`src/verilog/temp_window_pkg.sv`:
```
package temp_window_pkg;
  // Clock and conversion timing.
  localparam int CLK_PERIOD_NS = 10;
  localparam int CONV_TIME_US = 100;
  localparam int CONV_CYCLES = CONV_TIME_US * 1000 / CLK_PERIOD_NS;
  // Serial bus slave address, fixed upper five bits.
  localparam logic [4:0] SLAVE_ADDR_HI = 5'h12;
  // Register select codes held in the pointer.
  localparam logic [2:0] PTR_TEMP = 3'h0;
  localparam logic [2:0] PTR_CONFIG = 3'h1;
  localparam logic [2:0] PTR_HYSTERESIS = 3'h2;
  localparam logic [2:0] PTR_CRITICAL = 3'h3;
  localparam logic [2:0] PTR_LOW = 3'h4;
  localparam logic [2:0] PTR_HIGH = 3'h5;
  localparam logic [2:0] PTR_RESET = 3'h0;
  // Configuration field positions and reset value.
  localparam int CFG_SHUTDOWN_BIT = 0;
  localparam int CFG_MODE_BIT = 1;
  localparam int CFG_ALARM_POL_BIT = 2;
  localparam int CFG_ALERT_POL_BIT = 3;
  localparam int CFG_FAULTQ_BIT = 4;
  localparam logic [4:0] CFG_RESET = 5'h00;
  // Temperature word layout: value in bits 15..3, flags below.
  localparam int TEMP_LSB_POS = 3;
  // Setpoint reset values in 0.0625 degree steps.
  localparam logic [12:0] LOW_RESET = 13'h00a0;
  localparam logic [12:0] HIGH_RESET = 13'h0400;
  localparam logic [12:0] CRITICAL_RESET = 13'h0500;
  localparam logic [12:0] HYSTERESIS_RESET = 13'h0020;
  localparam logic [12:0] TEMP_RESET = 13'h0000;
  // Consecutive faulty conversions needed with the queue enabled.
  localparam logic [2:0] FAULT_QUEUE_DEPTH = 3'h4;

  typedef enum {S_IDLE, S_ADDR, S_ACK, S_WRITE, S_READ, S_RACK} bus_state_t;
endpackage : temp_window_pkg
```
`src/verilog/temp_window_comparator.sv`:
```
// Function
// - Window alert outside band, alarm above critical.
// - Status flags change only from comparisons.
// - Critical output follows flag, reads ignored.
// - Any read restarts the conversion.
// - Comparator mode: read clears alert until conversion.
// - Low alert holds until above low plus hysteresis.
// - Event mode: alert set once, read clears.
// - Event: setpoint rise or hysteresis fall.
// - After low clear, rearm above low plus hysteresis.
// - Hysteresis adds to low, subtracts from others.
// - Power-up defaults for limits, mode, polarity, pointer.
// - Power-on reset restores all defaults.
// - Slave only; clock input, data bidirectional.
// - Address is 10010 plus two select pins.
// - Values are 13-bit two's complement words.
// - Temperature word: value high, flags low.
// - Frequent reads stop temperature updates.
// - Shutdown stops conversions and silences both outputs.
// - Bus and registers work during shutdown.
// - Shutdown may take effect later than written.
// - Both alert pins are open-drain.
// - Fault queue needs four consecutive faults.
// - Configuration bit four enables fault queue.
// - Configuration bit selects comparator or event mode.
module temp_window_comparator #(
  parameter int CONV_CYCLES = temp_window_pkg::CONV_CYCLES
) (
  // Clock and reset
  input wire logic MCLK,
  input wire logic ARST_N,
  // Two-wire serial bus
  input wire logic SCL,
  input wire logic SDA_IN,
  output logic SDA_OUT,
  output logic SDA_OE,
  // Address select straps
  input wire logic ADDR_SELECT_BIT0,
  input wire logic ADDR_SELECT_BIT1,
  // Converter result and completion
  input wire logic [12:0] TEMP_SAMPLE,
  output logic CONV_DONE,
  // Open-drain alert pins
  output logic ALERT_OUT,
  output logic ALERT_OE,
  output logic CRITICAL_ALARM_OUT,
  output logic CRITICAL_ALARM_OE,
  // Status
  output logic SHUTDOWN_ACTIVE
);

  function automatic logic signed [13:0] ext(input logic [12:0] v);
    ext = {v[12], v};
  endfunction : ext
  function automatic logic [2:0] qnext(input logic [2:0] cnt, input logic cond);
    if (!cond) begin
      qnext = 3'h0;
    end else if (cnt >= temp_window_pkg::FAULT_QUEUE_DEPTH) begin
      qnext = temp_window_pkg::FAULT_QUEUE_DEPTH;
    end else begin
      qnext = cnt + 3'h1;
    end
  endfunction : qnext
  logic scl_meta_r, scl_s_r, scl_d_r, sda_meta_r, sda_s_r, sda_d_r;
  logic [1:0] asel_meta_r, asel_s_r;
  logic scl_rise, scl_fall, bus_start, bus_stop, addr_match;
  temp_window_pkg::bus_state_t state_r;
  logic [7:0] shift_r, msb_r;
  logic [3:0] bit_cnt_r;
  logic [1:0] byte_cnt_r;
  logic [2:0] ptr_r;
  logic rw_r, nack_r, sda_drv_r, rd_evt, wr_byte;
  logic [15:0] rd_word_r, rd_mux;
  logic [4:0] cfg_r;
  logic [12:0] low_r, high_r, critical_r, hysteresis_r, temp_r;
  logic [31:0] conv_cnt_r;
  logic conv_run, conv_done, conv_done_r;
  logic signed [13:0] t_s, low_h, high_h, critical_h;
  logic [2:0] need, q_lo_r, q_hi_r, q_cr_r, q_lo_nxt, q_hi_nxt, q_cr_nxt;
  logic low_flag_r, high_flag_r, critical_flag_r;
  logic low_nxt, high_nxt, critical_nxt, window_event;
  logic alert_r, alert_oe_r, alarm_oe_r;

  // Bus pins and straps come from outside: two flops before any use.
  always_ff @(posedge MCLK or negedge ARST_N) begin
    if (!ARST_N) begin
      scl_meta_r <= 1'b1;
      scl_s_r <= 1'b1;
      scl_d_r <= 1'b1;
      sda_meta_r <= 1'b1;
      sda_s_r <= 1'b1;
      sda_d_r <= 1'b1;
      asel_meta_r <= 2'h0;
      asel_s_r <= 2'h0;
    end else begin
      scl_meta_r <= SCL;
      scl_s_r <= scl_meta_r;
      scl_d_r <= scl_s_r;
      sda_meta_r <= SDA_IN;
      sda_s_r <= sda_meta_r;
      sda_d_r <= sda_s_r;
      asel_meta_r <= {ADDR_SELECT_BIT1, ADDR_SELECT_BIT0};
      asel_s_r <= asel_meta_r;
    end
  end

  assign scl_rise = scl_s_r & ~scl_d_r;
  assign scl_fall = ~scl_s_r & scl_d_r;
  assign bus_start = scl_s_r & scl_d_r & sda_d_r & ~sda_s_r;
  assign bus_stop = scl_s_r & scl_d_r & ~sda_d_r & sda_s_r;
  assign addr_match = (shift_r[7:1] == {temp_window_pkg::SLAVE_ADDR_HI, asel_s_r});
  assign rd_evt = (state_r == temp_window_pkg::S_ADDR) && scl_fall && (bit_cnt_r == 4'h8)
                  && addr_match && shift_r[0];
  assign wr_byte = (state_r == temp_window_pkg::S_WRITE) && scl_fall && (bit_cnt_r == 4'h8);

  always_comb begin
    case (ptr_r)
      temp_window_pkg::PTR_TEMP: rd_mux = {temp_r, critical_flag_r, high_flag_r, low_flag_r};
      temp_window_pkg::PTR_CONFIG: rd_mux = {3'h0, cfg_r, 3'h0, cfg_r};
      temp_window_pkg::PTR_HYSTERESIS: rd_mux = {hysteresis_r, 3'h0};
      temp_window_pkg::PTR_CRITICAL: rd_mux = {critical_r, 3'h0};
      temp_window_pkg::PTR_LOW: rd_mux = {low_r, 3'h0};
      temp_window_pkg::PTR_HIGH: rd_mux = {high_r, 3'h0};
      default: rd_mux = 16'h0000;
    endcase
  end

  // Slave engine: samples on SCL rise, changes SDA only on SCL fall.
  always_ff @(posedge MCLK or negedge ARST_N) begin
    if (!ARST_N) begin
      state_r <= temp_window_pkg::S_IDLE;
      shift_r <= 8'h00;
      bit_cnt_r <= 4'h0;
      byte_cnt_r <= 2'h0;
      ptr_r <= temp_window_pkg::PTR_RESET;
      rw_r <= 1'b0;
      nack_r <= 1'b0;
      sda_drv_r <= 1'b0;
      rd_word_r <= 16'h0000;
    end else if (bus_stop) begin
      state_r <= temp_window_pkg::S_IDLE;
      sda_drv_r <= 1'b0;
    end else if (bus_start) begin
      state_r <= temp_window_pkg::S_ADDR;
      bit_cnt_r <= 4'h0;
      byte_cnt_r <= 2'h0;
      sda_drv_r <= 1'b0;
    end else begin
      case (state_r)
        temp_window_pkg::S_ADDR, temp_window_pkg::S_WRITE: begin
          if (scl_rise) begin
            shift_r <= {shift_r[6:0], sda_s_r};
            bit_cnt_r <= bit_cnt_r + 4'h1;
          end else if (scl_fall && bit_cnt_r == 4'h8) begin
            bit_cnt_r <= 4'h0;
            if (state_r == temp_window_pkg::S_WRITE) begin
              sda_drv_r <= 1'b1;
              state_r <= temp_window_pkg::S_ACK;
              if (byte_cnt_r == 2'h0) begin
                ptr_r <= shift_r[2:0];
              end
              if (byte_cnt_r != 2'h3) begin
                byte_cnt_r <= byte_cnt_r + 2'h1;
              end
            end else if (addr_match) begin
              sda_drv_r <= 1'b1;
              rw_r <= shift_r[0];
              rd_word_r <= rd_mux;
              state_r <= temp_window_pkg::S_ACK;
            end else begin
              state_r <= temp_window_pkg::S_IDLE;
            end
          end
        end
        temp_window_pkg::S_ACK: begin
          if (scl_fall) begin
            if (rw_r) begin
              sda_drv_r <= ~rd_word_r[15];
              rd_word_r <= {rd_word_r[14:0], rd_word_r[15]};
              bit_cnt_r <= 4'h1;
              state_r <= temp_window_pkg::S_READ;
            end else begin
              sda_drv_r <= 1'b0;
              state_r <= temp_window_pkg::S_WRITE;
            end
          end
        end
        temp_window_pkg::S_READ: begin
          if (scl_fall) begin
            if (bit_cnt_r == 4'h8) begin
              sda_drv_r <= 1'b0;
              state_r <= temp_window_pkg::S_RACK;
            end else begin
              sda_drv_r <= ~rd_word_r[15];
              rd_word_r <= {rd_word_r[14:0], rd_word_r[15]};
              bit_cnt_r <= bit_cnt_r + 4'h1;
            end
          end
        end
        temp_window_pkg::S_RACK: begin
          if (scl_rise) begin
            nack_r <= sda_s_r;
          end else if (scl_fall) begin
            if (nack_r) begin
              state_r <= temp_window_pkg::S_IDLE;
            end else begin
              sda_drv_r <= ~rd_word_r[15];
              rd_word_r <= {rd_word_r[14:0], rd_word_r[15]};
              bit_cnt_r <= 4'h1;
              state_r <= temp_window_pkg::S_READ;
            end
          end
        end
        default: sda_drv_r <= 1'b0;
      endcase
    end
  end

  // Register writes stay open in shutdown; the temperature word is read only.
  always_ff @(posedge MCLK or negedge ARST_N) begin
    if (!ARST_N) begin
      cfg_r <= temp_window_pkg::CFG_RESET;
      low_r <= temp_window_pkg::LOW_RESET;
      high_r <= temp_window_pkg::HIGH_RESET;
      critical_r <= temp_window_pkg::CRITICAL_RESET;
      hysteresis_r <= temp_window_pkg::HYSTERESIS_RESET;
      msb_r <= 8'h00;
    end else if (wr_byte && byte_cnt_r != 2'h0) begin
      if (ptr_r == temp_window_pkg::PTR_CONFIG && byte_cnt_r == 2'h1) begin
        cfg_r <= shift_r[4:0];
      end else if (byte_cnt_r == 2'h1) begin
        msb_r <= shift_r;
      end else if (byte_cnt_r == 2'h2) begin
        case (ptr_r)
          temp_window_pkg::PTR_HYSTERESIS: hysteresis_r <= {msb_r, shift_r[7:3]};
          temp_window_pkg::PTR_CRITICAL: critical_r <= {msb_r, shift_r[7:3]};
          temp_window_pkg::PTR_LOW: low_r <= {msb_r, shift_r[7:3]};
          temp_window_pkg::PTR_HIGH: high_r <= {msb_r, shift_r[7:3]};
          default: msb_r <= msb_r;
        endcase
      end
    end
  end

  // Shutdown is taken at once, which is within the allowed latency.
  assign conv_run = ~cfg_r[temp_window_pkg::CFG_SHUTDOWN_BIT];
  assign conv_done = conv_run && !rd_evt && (conv_cnt_r == 32'(CONV_CYCLES - 1));

  always_ff @(posedge MCLK or negedge ARST_N) begin
    if (!ARST_N) begin
      conv_cnt_r <= 32'h0;
      conv_done_r <= 1'b0;
      temp_r <= temp_window_pkg::TEMP_RESET;
    end else begin
      conv_done_r <= conv_done;
      if (rd_evt || !conv_run || conv_done) begin
        conv_cnt_r <= 32'h0;
      end else begin
        conv_cnt_r <= conv_cnt_r + 32'h1;
      end
      if (conv_done) begin
        temp_r <= TEMP_SAMPLE;
      end
    end
  end

  // Hysteresis points in 14 bits so that no sum or difference wraps.
  always_comb begin
    t_s = ext(TEMP_SAMPLE);
    low_h = ext(low_r) + ext(hysteresis_r);
    high_h = ext(high_r) - ext(hysteresis_r);
    critical_h = ext(critical_r) - ext(hysteresis_r);
    need = cfg_r[temp_window_pkg::CFG_FAULTQ_BIT] ? temp_window_pkg::FAULT_QUEUE_DEPTH : 3'h1;
    q_lo_nxt = qnext(q_lo_r, t_s < ext(low_r));
    q_hi_nxt = qnext(q_hi_r, t_s > ext(high_r));
    q_cr_nxt = qnext(q_cr_r, t_s > ext(critical_r));
    low_nxt = (q_lo_nxt >= need) ? 1'b1 : ((t_s > low_h) ? 1'b0 : low_flag_r);
    high_nxt = (q_hi_nxt >= need) ? 1'b1 : ((t_s < high_h) ? 1'b0 : high_flag_r);
    critical_nxt = (q_cr_nxt >= need) ? 1'b1 : ((t_s < critical_h) ? 1'b0 : critical_flag_r);
    window_event = (low_nxt != low_flag_r) || (high_nxt != high_flag_r);
  end

  always_ff @(posedge MCLK or negedge ARST_N) begin
    if (!ARST_N) begin
      q_lo_r <= 3'h0;
      q_hi_r <= 3'h0;
      q_cr_r <= 3'h0;
      low_flag_r <= 1'b0;
      high_flag_r <= 1'b0;
      critical_flag_r <= 1'b0;
    end else if (conv_done) begin
      q_lo_r <= q_lo_nxt;
      q_hi_r <= q_hi_nxt;
      q_cr_r <= q_cr_nxt;
      low_flag_r <= low_nxt;
      high_flag_r <= high_nxt;
      critical_flag_r <= critical_nxt;
    end
  end

  // A read in the completing cycle cancels the conversion, so the clear by read wins.
  always_ff @(posedge MCLK or negedge ARST_N) begin
    if (!ARST_N) begin
      alert_r <= 1'b0;
    end else if (!conv_run) begin
      alert_r <= 1'b0;
    end else if (conv_done) begin
      if (cfg_r[temp_window_pkg::CFG_MODE_BIT]) begin
        alert_r <= alert_r | window_event;
      end else begin
        alert_r <= low_nxt | high_nxt;
      end
    end else if (rd_evt) begin
      alert_r <= 1'b0;
    end
  end

  // Open drain: the pin is pulled low whenever active level and polarity disagree.
  always_ff @(posedge MCLK or negedge ARST_N) begin
    if (!ARST_N) begin
      alert_oe_r <= 1'b0;
      alarm_oe_r <= 1'b0;
    end else begin
      alert_oe_r <= alert_r ^ ~cfg_r[temp_window_pkg::CFG_ALERT_POL_BIT] ^ 1'b1;
      alarm_oe_r <= (critical_flag_r & conv_run) ^ cfg_r[temp_window_pkg::CFG_ALARM_POL_BIT];
    end
  end

  assign SDA_OUT = 1'b0;
  assign SDA_OE = sda_drv_r;
  assign ALERT_OUT = 1'b0;
  assign ALERT_OE = alert_oe_r;
  assign CRITICAL_ALARM_OUT = 1'b0;
  assign CRITICAL_ALARM_OE = alarm_oe_r;
  assign CONV_DONE = conv_done_r;
  assign SHUTDOWN_ACTIVE = ~conv_run;

  read_restart_a: assert property (@(posedge MCLK) disable iff (!ARST_N)
    rd_evt |=> (conv_cnt_r == 32'h0) && !conv_done_r)
    else $error("read did not restart conversion");
  flags_stable_a: assert property (@(posedge MCLK) disable iff (!ARST_N)
    !conv_done |=> $stable({low_flag_r, high_flag_r, critical_flag_r}))
    else $error("status flag moved without a conversion");
  cmp_read_clear_a: assert property (@(posedge MCLK) disable iff (!ARST_N)
    rd_evt && !cfg_r[temp_window_pkg::CFG_MODE_BIT] |=> !alert_r ##1 !alert_r || conv_done_r)
    else $error("comparator alert survived a read");
  event_hold_a: assert property (@(posedge MCLK) disable iff (!ARST_N)
    alert_r && cfg_r[temp_window_pkg::CFG_MODE_BIT] && conv_run && !rd_evt |=> alert_r)
    else $error("event alert dropped without a read");
  low_release_a: assert property (@(posedge MCLK) disable iff (!ARST_N)
    conv_done && low_flag_r && (t_s <= low_h) |=> low_flag_r)
    else $error("low flag released inside hysteresis");
  queue_depth_a: assert property (@(posedge MCLK) disable iff (!ARST_N)
    conv_done && cfg_r[temp_window_pkg::CFG_FAULTQ_BIT] && !high_flag_r && (q_hi_r < 3'h3) |=> !high_flag_r)
    else $error("high flag set before four faults");
  single_fault_a: assert property (@(posedge MCLK) disable iff (!ARST_N)
    conv_done && !cfg_r[temp_window_pkg::CFG_FAULTQ_BIT] && (t_s > ext(critical_r)) |=> critical_flag_r)
    else $error("critical flag missed a single fault");
  shutdown_quiet_a: assert property (@(posedge MCLK) disable iff (!ARST_N)
    !conv_run |-> !conv_done ##2 (alarm_oe_r == cfg_r[temp_window_pkg::CFG_ALARM_POL_BIT]) || conv_run)
    else $error("output active during shutdown");
  addr_ignore_a: assert property (@(posedge MCLK) disable iff (!ARST_N)
    (state_r == temp_window_pkg::S_ADDR) && scl_fall && (bit_cnt_r == 4'h8) && !addr_match |=> !SDA_OE)
    else $error("acknowledged a foreign address");

endmodule : temp_window_comparator

```
`config.mk`:
```
export PLATFORM = sky130hd
export DESIGN_NAME = temp_window_comparator
export DESIGN_NICKNAME = d
export VERILOG_FILES = /design/src/verilog/temp_window_pkg.sv /design/src/verilog/temp_window_comparator.sv
export SDC_FILE = /design/constraint.sdc
export NUM_CORES = 1
export LEC_CHECK = 0
export ABC_AREA = 1
export BUFFER_PORTS_ARGS = -buffer_cell sky130_fd_sc_hd__buf_4
export CAP_MARGIN = 15
export CORE_MARGIN = 5
export CORE_UTILIZATION = 53
export DETAILED_ROUTE_END_ITERATION = 8
export HOLD_SLACK_MARGIN = 0.15
export PLACE_DENSITY = 0.76
export RECOVER_POWER = 25
export SETUP_SLACK_MARGIN = 0.4
export SLEW_MARGIN = 40
export SYNTH_ARGS = -nofsm -noshare
export SYNTH_HDL_FRONTEND = slang
export SYNTH_SLANG_ARGS = --single-unit
```
`constraint.sdc`:
```
create_clock -name MCLK -period 9.4 [get_ports MCLK]
set_input_delay 1.41 -clock MCLK [delete_from_list [all_inputs] [get_ports MCLK]]
set_output_delay 1.41 -clock MCLK [all_outputs]
set_load 0.01 [all_outputs]
```
==> flow_summary.toml, run 1 <==
[cells_and_area]
drive_above_1_share_pct = 8.16
antenna_cells = 0
synthToLayoutAreaGrowth_pct = 9.02
num-nets-final = 1713

[power]
finalPower_mw = 1.76
leakagePower_nw = 6.15
powerDensity_nw_per_um2 = 134
vdd_drop_max_uv = 145

[global_routing]
grt_pass1_wl_microns = 50900
antenna_found_initial = 1
grt.total_usage_pct = 24.3
grt_start_max_net_pins = 107
first_global_vias = 10300
overflow = 0

[clock_network]
cts.sinks = 175
clk_latency_ps = 430
path_clk_slew_ps = 70
cts_root_buf = "clkbuf_16"
cts_tree = "yes"
hold_buffers = 0
cts_setup_buffers = 0
htree_num_levels = 4
cts_resized = 0
cts_buffer_depth = 2
cts-buffers-inserted = 17

[run_status]
failed_checks = "capacitance limit, slew limit"
run_status = "complete, but fails checks"

[floorplan]
core_area_sq_um = 22500
start_util_pct = 53.4
ioPinCount = 27
die_w_microns = 161
die_y_microns = 161
rows = 55
design.die.area_sq_um = 25800

[synth]
async_flop_share_pct = 100
ys_ff_latch = 175
syn_area_sq_um = 12000
synth_seq_area_share_pct = 36.6
synth_top_area_share_pct = 34.0
ys_types = 51
syn_avg_cell_area_sq_um = 7.82
synth-edff-count = 0
netlist.top_cell.by_area = "dfrtp_1"
synth-main-ff-cell = "dfrtp_1"
synthCells = 1535
yosys_warnings = 0
synthTopCellsByArea = "dfrtp_1 (34%), ha_1 (14%), nand2_1 (11%)"
yosys.cell_count.top_type = "nand2_1"
synth_common_cells = "nand2_1 (348), inv_1 (218), dfrtp_1 (163)"

[drt]
routed_wl_microns = 30500
wl_per_cell_microns = 16.4
antenna_left = 0
drcViolationCount = 0
firstDrtPassIters = 7
drt_iter0_drc = 850
via_per_inst = 5.69
vias = 10500

[timing]
setup_violations = 0
rsz0062_at_grt = "no"
tightest_slew_ps = 2360
setup_tns_ps = 0
slew_viol_final = 38
clock.fmax_ghz = 0.252
relSlewSlack_pct = -57.4
post-route-min-period_ps = 3960
finalClockSkew_ps = 8.40
finalHoldViolCount = 0
fin_hold_ws_ps = 349
period_share_pct = 42.1

[critical_path]
critPathLaunch = "low_r[0]"
worstPathRequired_ps = 9730
cp_slowest_cell = "dfrtp_1"
critPathArrivalTime_ps = 4290
crit_end = "alert_r"
r2r_start = "low_r[0]"
slowest_delay_ps = 440
critPathMaxFanout = 4
crit_top_cell = "nand2_1"
crit_path_start_kind = "flop"
crit_type = "flop to flop"
r2r_end = "alert_r"
r2r_cells = 26
end_kind = "flop"
reg2reg_slack_ps = 5440

[placed_design]
gp_congestion = 0.956
place.port_buffers = 23
dp_hpwl_microns = 23300

[hold_path]
hold_path.class = "flop to flop"

[job]
max_cap_violations = 1
[critical path: cells and delay by family (launching register included)]
family,cells,cell delay [ps]
and+or+nand+nor,16,1470
adders and majority gates,3,950
AOI/OAI and AO/OA,5,860
DFF,1,440
xor gates and xnor gates,1,90
buffers and inverters,1,70
[where the power goes]
group	total, mW	switching, mW	internal (mW)
combinational	0.185	0.117	0.0679
sequential	0.812	0.0161	0.796
clock	0.761	0.301	0.461
[flip-flops by register name (all words and copies together), names as in the netlist, 4 cells and up]
| name | cells |
|---|---|
| cfg_r | 5 |
| low_r | 13 |
| msb_r | 8 |
| conv_cnt_r | 32 |
| high_r | 13 |
| rd_word_r | 16 |
| hysteresis_r | 13 |
| bit_cnt_r | 4 |
| temp_r | 13 |
| shift_r | 8 |
| critical_r | 13 |
[metal layers]
metal	vias to the layer above	track usage, %	wire (microns)
li1	5146	-	-
met1	5038	33.2	13800
met2	296	39.0	13900
met3	58	4.11	1730
met4	2	8.88	1030
met5	-	0	7
[cell type report]
type | instances | area (sq um)
clock inverters | 13 | 185
flip-flops and latches | 175 | 4390
repair buffers | 29 | 238
fillers | 2070 | 9420
inverters | 228 | 856
clock buffers | 19 | 453
multi-input cells | 1104 | 6610
well taps | 285 | 357
[metrics by stage]
step / cells / setup slack, ps / utilization, % / cell area (sq um)
2_1_floorplan: 1537 / 6000 / - / 12000
3_3_place_gp: 1820 / 5600 / 55.2 / 12400
3_5_place_dp: 1820 / 5490 / 55.2 / 12400
4_1_cts: 1852 / 5470 / 58.1 / 13100
5_1_grt: 1853 / 4990 / 58.2 / 13100
6_report: 1853 / 5440 / 58.2 / 13100
[placed cells by master, fill, tap and decap left out, drive strengths merged, types with 15 or more instances in the layout]
cell and count:
ha 136, inv 230, o22ai 17, nand2 352, a21oi 86, buf 24
xor2 24, nor3 35, nand4 20, clkbuf 24, dfrtp 163, o21ai 184
xnor2 15, nor2 101, nand3 58
[cells by family (layout without fill, tap and decap cells)]
| group | Yosys count | count (layout) | synth area share [%] |
|---|---|---|---|
| XOR/XNOR | 39 | 39 | 2.85 |
| adder cells (fa/ha/maj) | 139 | 139 | 14.7 |
| other | 1 | 3 | 0.0312 |
| AND/OR/NAND/NOR | 584 | 584 | 21.4 |
| buffers and inverters | 258 | 289 | 8.53 |
| AO/OA/AOI/OAI | 339 | 339 | 15.9 |
| flip-flops | 175 | 175 | 36.6 |
[how the worst min path moves through the flow]
| stage | start | to | slack (ps) | cells after the start |
|---|---|---|---|---|
| after floorplan | asel_meta_r[0] | asel_s_r[0] | 330 | 0 |
| after global placement | asel_meta_r[0] | asel_s_r[0] | 340 | 0 |
| after detailed placement | asel_meta_r[0] | asel_s_r[0] | 340 | 0 |
| after CTS | asel_meta_r[0] | asel_s_r[0] | 350 | 0 |
| after global routing | asel_meta_r[1] | asel_s_r[1] | 370 | 0 |
| final | asel_meta_r[0] | asel_s_r[0] | 350 | 0 |
No activity file was read; power rests on OpenSTA's default activity.
==> inputs of run 2 (changes only) <==
--- a/config.mk
+++ b/config.mk
@@ -12,7 +12,7 @@
 export CORE_UTILIZATION = 53
 export DETAILED_ROUTE_END_ITERATION = 8
 export HOLD_SLACK_MARGIN = 0.15
-export PLACE_DENSITY = 0.76
+export PLACE_DENSITY = 0.79
 export RECOVER_POWER = 25
 export SETUP_SLACK_MARGIN = 0.4
 export SLEW_MARGIN = 40
==> constraint.sdc (replaced) <==
create_clock -name MCLK -period 3.2 [get_ports MCLK]
set_input_delay 0.48 -clock MCLK [delete_from_list [all_inputs] [get_ports MCLK]]
set_output_delay 0.48 -clock MCLK [all_outputs]
set_load 0.01 [all_outputs]
==> flow_summary.toml, run 2 (synthesis results as in run 1) <==
[run_status]
run_status = "complete, but fails checks"
failed_checks = "setup timing"

[power]
combPwrFrac_pct = 11.4
sw_frac_of_total_pct = 25.7
netSwitchingPower_mw = 1.32
powerDensity_nw_per_um2 = 360
clock_power_share_pct = 42.1
leakagePower_nw = 6.71
p_seq_share_pct = 46.5
internal_power_mw = 3.81
vdd_drop_max_uv = 369

[clock_network]
htree_num_levels = 4
cts-buffers-inserted = 17
cts_root_buf = "clkbuf_16"
path_clk_slew_ps = 70
cts_tree = "yes"
cts.sinks = 175
clk_latency_ps = 430
cts_buffer_depth = 2

[critical_path]
critPathMaxFanout = 2
path_delay_family = "simple AND/OR/NAND/NOR gates"
cp_slowest_cell = "dfrtp_1"
r2r_start = "low_r[0]"
critPathLaunch = "low_r[0]"
slowest_delay_ps = 410
worstPathRequired_ps = 3520
end_kind = "flop"
crit_type = "flop to flop"
crit_buf_inv = 2
crit_path_start_kind = "flop"
critPathArrivalTime_ps = 3800
crit_top_cell = "nand2_1"

[drt]
drcViolationCount = 0
firstDrtPassIters = 5
via_per_inst = 5.66
drt_iter0_drc = 1021
antenna_left = 0
vias = 11100
wl_per_cell_microns = 16.7
routed_wl_microns = 32700

[timing]
fin_ws_ps = -277
rsz0062_at_grt = "yes"
tightest_slew_ps = 1390
clock.fmax_ghz = 0.288
setup_violations = 4
finalClockSkew_ps = 9.12
period_share_pct = 109
post-route-min-period_ps = 3480
slew_viol_final = 0
finalHoldViolCount = 0
relSlewSlack_pct = 7.19
setup_tns_ps = -649

[cells_and_area]
antenna_cells = 0
regArea_sq_um = 4400
largest_reg_flops = 32
top_regs = "conv_cnt_r x32, rd_word_r x16"
final_cell_mix = "nand2_1 (334), inv_1 (208), dfrtp_1 (162), ha_1 (125), buf_4 (119)"
num-nets-final = 1824
fillCellCount = 1851
drive_above_1_share_pct = 17.9
multiInputGateArea_sq_um = 6950
regMostFlops = "conv_cnt_r"
synthToLayoutAreaGrowth_pct = 18.7
final-instance-count-excl-fill = 1964
layout_commonest_cell = "nand2_1"

[floorplan]
design.die.area_sq_um = 25800
start_util_pct = 53.4
die_w_microns = 161
rows = 55
core_area_sq_um = 22500
ioPinCount = 27
die_y_microns = 161

[hold_path]
hold_start = "asel_meta_r[1]"
hold_path.class = "flop to flop"

[global_routing]
first_global_vias = 10900
antenna_found_initial = 0
grt_start_max_net_pins = 78
grt_pass1_wl_microns = 53400
overflow = 0
grt.total_usage_pct = 25.4

[placed_design]
dp_hpwl_microns = 24600
place.port_buffers = 23
placedCellCount = 1910
gp_congestion = 1.02

[job]
max_cap_violations = 0
[run 2: area by class of cell]
| class | count | share of cell area [%] |
|---|---|---|
| clock buffers | 20 | 3.14 |
| repair buffers | 140 | 7.65 |
| multi-input cells | 1104 | 48.7 |
| clock inverters | 12 | 1.11 |
| flip-flops and latches | 175 | 30.9 |
| well taps | 285 | 2.50 |
| inverters | 228 | 6.01 |
[run 2: timing repair]
item,4_1_cts,5_1_grt
endpoints found under the hold margin,63,0
resized for setup,55,30
buffers inserted,8,8
endpoints found under the setup margin,4,4
pin swaps,42,35
hold buffers,5,0
[run 2: metal layers]
layer / GRT usage [%] / vias to the layer above / wire length, microns
li1: - / 5359 / -
met5: 0 / - / 0
met4: 9.82 / 0 / 1060
met2: 42.9 / 424 / 15700
met1: 33.4 / 5261 / 13700
met3: 3.49 / 80 / 2270
[run 2: metrics by stage]
stage | instance area [sq um] | setup WS [ps] | hold WS, ps | power (mW) | utilization (%)
after detailed placement | 13200 | -344 | 336 | 2.99 | 58.5
after CTS | 14100 | -291 | 342 | 5.14 | 62.5
final | 14200 | -277 | 349 | 5.13 | 63.3
after global routing | 14200 | -536 | 354 | 5.33 | 63.3
after floorplan | 12100 | -10.5 | 184 | 2.79 | -
after global placement | 13200 | -231 | 340 | 2.96 | 58.5
[run 2: power by group through the flow]
stage | sequential (mW) | combinational (mW) | clock, mW
floorplan | 2.41 | 0.372 | 0
global placement | 2.42 | 0.541 | 0
detailed placement | 2.43 | 0.567 | 0
CTS | 2.39 | 0.581 | 2.17
global route | 2.40 | 0.673 | 2.26
finish | 2.39 | 0.585 | 2.16
[run 2: worst paths after layout]
path	slack, ps	endpoint	cells past startpoint
worst min-delay path	350	asel_s_r[1]	0
min in group asynchronous	720	q_hi_r[1]	2
worst max register to register	-280	alert_r	27
worst min register to register	350	asel_s_r[1]	0
max in group asynchronous	440	scl_d_r	4
worst max-delay path	-280	alert_r	27
==> inputs of run 3 (changes only) <==
--- a/config.mk
+++ b/config.mk
@@ -8,11 +8,14 @@
 export ABC_AREA = 1
 export BUFFER_PORTS_ARGS = -buffer_cell sky130_fd_sc_hd__buf_4
 export CAP_MARGIN = 15
+export CELL_PAD_IN_SITES_DETAIL_PLACEMENT = 0
+export CELL_PAD_IN_SITES_GLOBAL_PLACEMENT = 1
 export CORE_MARGIN = 5
-export CORE_UTILIZATION = 53
+export CORE_UTILIZATION = 44
 export DETAILED_ROUTE_END_ITERATION = 8
 export HOLD_SLACK_MARGIN = 0.15
-export PLACE_DENSITY = 0.79
+export MAX_ROUTING_LAYER = met4
+export PLACE_DENSITY = 0.85
 export RECOVER_POWER = 25
 export SETUP_SLACK_MARGIN = 0.4
 export SLEW_MARGIN = 40
==> flow_summary.toml, run 3 (synthesis results as in run 1) <==
[critical_path]
crit_buf_inv = 4
crit_top_cell = "nand2_1"
crit_type = "flop to flop"
slowest_delay_ps = 410
r2r_end = "alert_r"
crit_chain = "ha_2 -> fa_2 -> nand3_2 -> nand2_2 -> nand2_1 -> o211ai_1 -> buf_4 -> buf_4 -> buf_4 -> buf_4 -> xnor2_1 -> ha_1 -> nand2_1 -> o21ai_0 -> a21oi_2 -> nand3_1 -> nand2_1 -> o21ai_2 -> nand3_1 -> nor2_1 -> nor2_1 -> nand2_1 -> nand2_1"
critPathMaxFanout = 3
crit_path_start_kind = "flop"
end_kind = "flop"
critPathLaunch = "hysteresis_r[0]"
reg2reg_slack_ps = -310
cp_slowest_cell = "dfrtp_1"
path_delay_family = "adder cells"
critPathArrivalTime_ps = 3830
r2r_start = "hysteresis_r[0]"
worstPathRequired_ps = 3520
r2r_cells = 23

[floorplan]
rows = 60
die_w_microns = 175
start_util_pct = 44.7
core_area_sq_um = 26900
design.die.area_sq_um = 30700
ioPinCount = 27
die_y_microns = 175

[timing]
setup_tns_ps = -906
post-route-min-period_ps = 3510
finalHoldViolCount = 0
slew_viol_final = 62
fin_hold_ws_ps = 347
fin_ws_ps = -309
clock.fmax_ghz = 0.285
relSlewSlack_pct = -8.67
finalClockSkew_ps = 12.1
period_share_pct = 110
tightest_slew_ps = 1630
rsz0062_at_grt = "yes"
setup_violations = 4

[drt]
drcViolationCount = 0
wl_per_cell_microns = 16.2
antenna_left = 0
drt_iter0_drc = 793
vias = 10800
firstDrtPassIters = 5
via_per_inst = 5.34
routed_wl_microns = 32900

[global_routing]
use_met3_pct = 3.27
grt_pass1_wl_microns = 53100
grt_start_max_net_pins = 62
overflow = 0
busiest_layer = "met2"
antenna_found_initial = 1
first_global_vias = 10400
grtUsageMet1_pct = 29.7
grt.total_usage_pct = 22.2
met2_usage_pct = 35.2

[power]
powerDensity_nw_per_um2 = 352
leakagePower_nw = 6.69
finalPower_mw = 5.00
vdd_drop_max_uv = 373

[run_status]
failed_checks = "capacitance limit, slew limit, setup timing"
run_status = "complete, but fails checks"

[cells_and_area]
largest_reg_flops = 32
drive_above_1_share_pct = 16.7
synthToLayoutAreaGrowth_pct = 18.2
layout_commonest_cell = "nand2_1"
num-nets-final = 1830
finish.utilization_pct = 52.8
regMostFlops = "conv_cnt_r"
top_regs = "conv_cnt_r x32, rd_word_r x16"
final-instance-count-excl-fill = 2027
final_cell_mix = "nand2_1 (339), inv_1 (213), dfrtp_1 (163), ha_1 (128), buf_4 (126)"

[job]
max_cap_violations = 1

[clock_network]
cts_root_buf = "clkbuf_16"
htree_num_levels = 4
cts-buffers-inserted = 17
cts.sinks = 175
path_clk_slew_ps = 70
clk_latency_ps = 440
cts_buffer_depth = 2
cts_tree = "yes"

[placed_design]
place.port_buffers = 23
placedCellCount = 1973
dp_hpwl_microns = 25100
gp_congestion = 0.922

[hold_path]
hold_start = "TEMP_SAMPLE[6]"
hold_end = "temp_r[6]"
hold_depth = 3
hold_path.class = "input pin to flop"
==> run 3: cell types whose count changed in the layout (fill, tap and decap cells not counted), moves of 3 or more <==
| cell | before | now |
|---|---|---|
| clkbuf_1 | 4 | 7 |
| nand2_1 | 334 | 339 |
| a21oi_1 | 77 | 80 |
| nand3_2 | 18 | 15 |
| inv_2 | 20 | 15 |
| ha_1 | 125 | 128 |
| buf_6 | 7 | 4 |
| ha_4 | 10 | 5 |
| inv_1 | 208 | 213 |
| nand2_2 | 18 | 13 |
| a21oi_2 | 9 | 6 |
| buf_4 | 119 | 126 |
==> run 3: per-layer routing <==
metal  vias to the layer above  routed length [microns]
li1                       5383                        -
met1                      5128                    15100
met2                       260                    15300
met3                        46                     1670
met4                         0                      786
met5                         -                        0
==> run 3: stage by stage <==
step	setup WS, ps	area, sq um
2_1_floorplan	-10.5	12100
6_report	-309	14200
3_5_place_dp	-361	13300
3_3_place_gp	-221	13300
4_1_cts	-307	14000
5_1_grt	-585	14200
==> run 3: power breakdown <==
group	internal, mW	switching (mW)	leakage, nW
registers	2.34	0.0454	2.21
clock network	1.12	0.924	0.280
logic	0.216	0.355	4.20
==> run 3: timing repair <==
item	4_1_cts	5_1_grt
gates resized for setup	24	34
hold buffers	5	0
setup buffers	8	8
setup endpoints to repair	4	4
pin swaps	27	27
hold endpoints to repair	59	0
==> run 3: worst register-to-register path: stages, from the launching register on <==
cell and delay (ps):
dfrtp_1 410, ha_2 200, fa_2 360, nand3_2 90, nand2_2 60, nand2_1 70, o211ai_1 120, buf_4 160
buf_4 120, buf_4 120, buf_4 120, xnor2_1 120, ha_1 270, nand2_1 60, o21ai_0 330, a21oi_2 100
nand3_1 90, nand2_1 60, o21ai_2 150, nand3_1 90, nor2_1 110, nor2_1 60, nand2_1 70, nand2_1 50
==> run 3: worst max path at each step <==
stage	endpoint	slack (ps)	cells past startpoint
floorplan	alert_r	-10	26
global placement	alert_r	-220	26
detailed placement	alert_r	-360	25
CTS	alert_r	-310	26
global route	alert_r	-590	26
finish	alert_r	-310	23
==> run 3: final cells by class <==
type / count / area [sq um]
fillers: 2534 / 12700
diodes: 1 / 2.50
repair buffers: 146 / 1100
flip-flops and latches: 175 / 4390
clock inverters: 11 / 108
inverters: 228 / 856
multi-input cells: 1104 / 6840
well taps: 341 / 427
clock buffers: 21 / 460
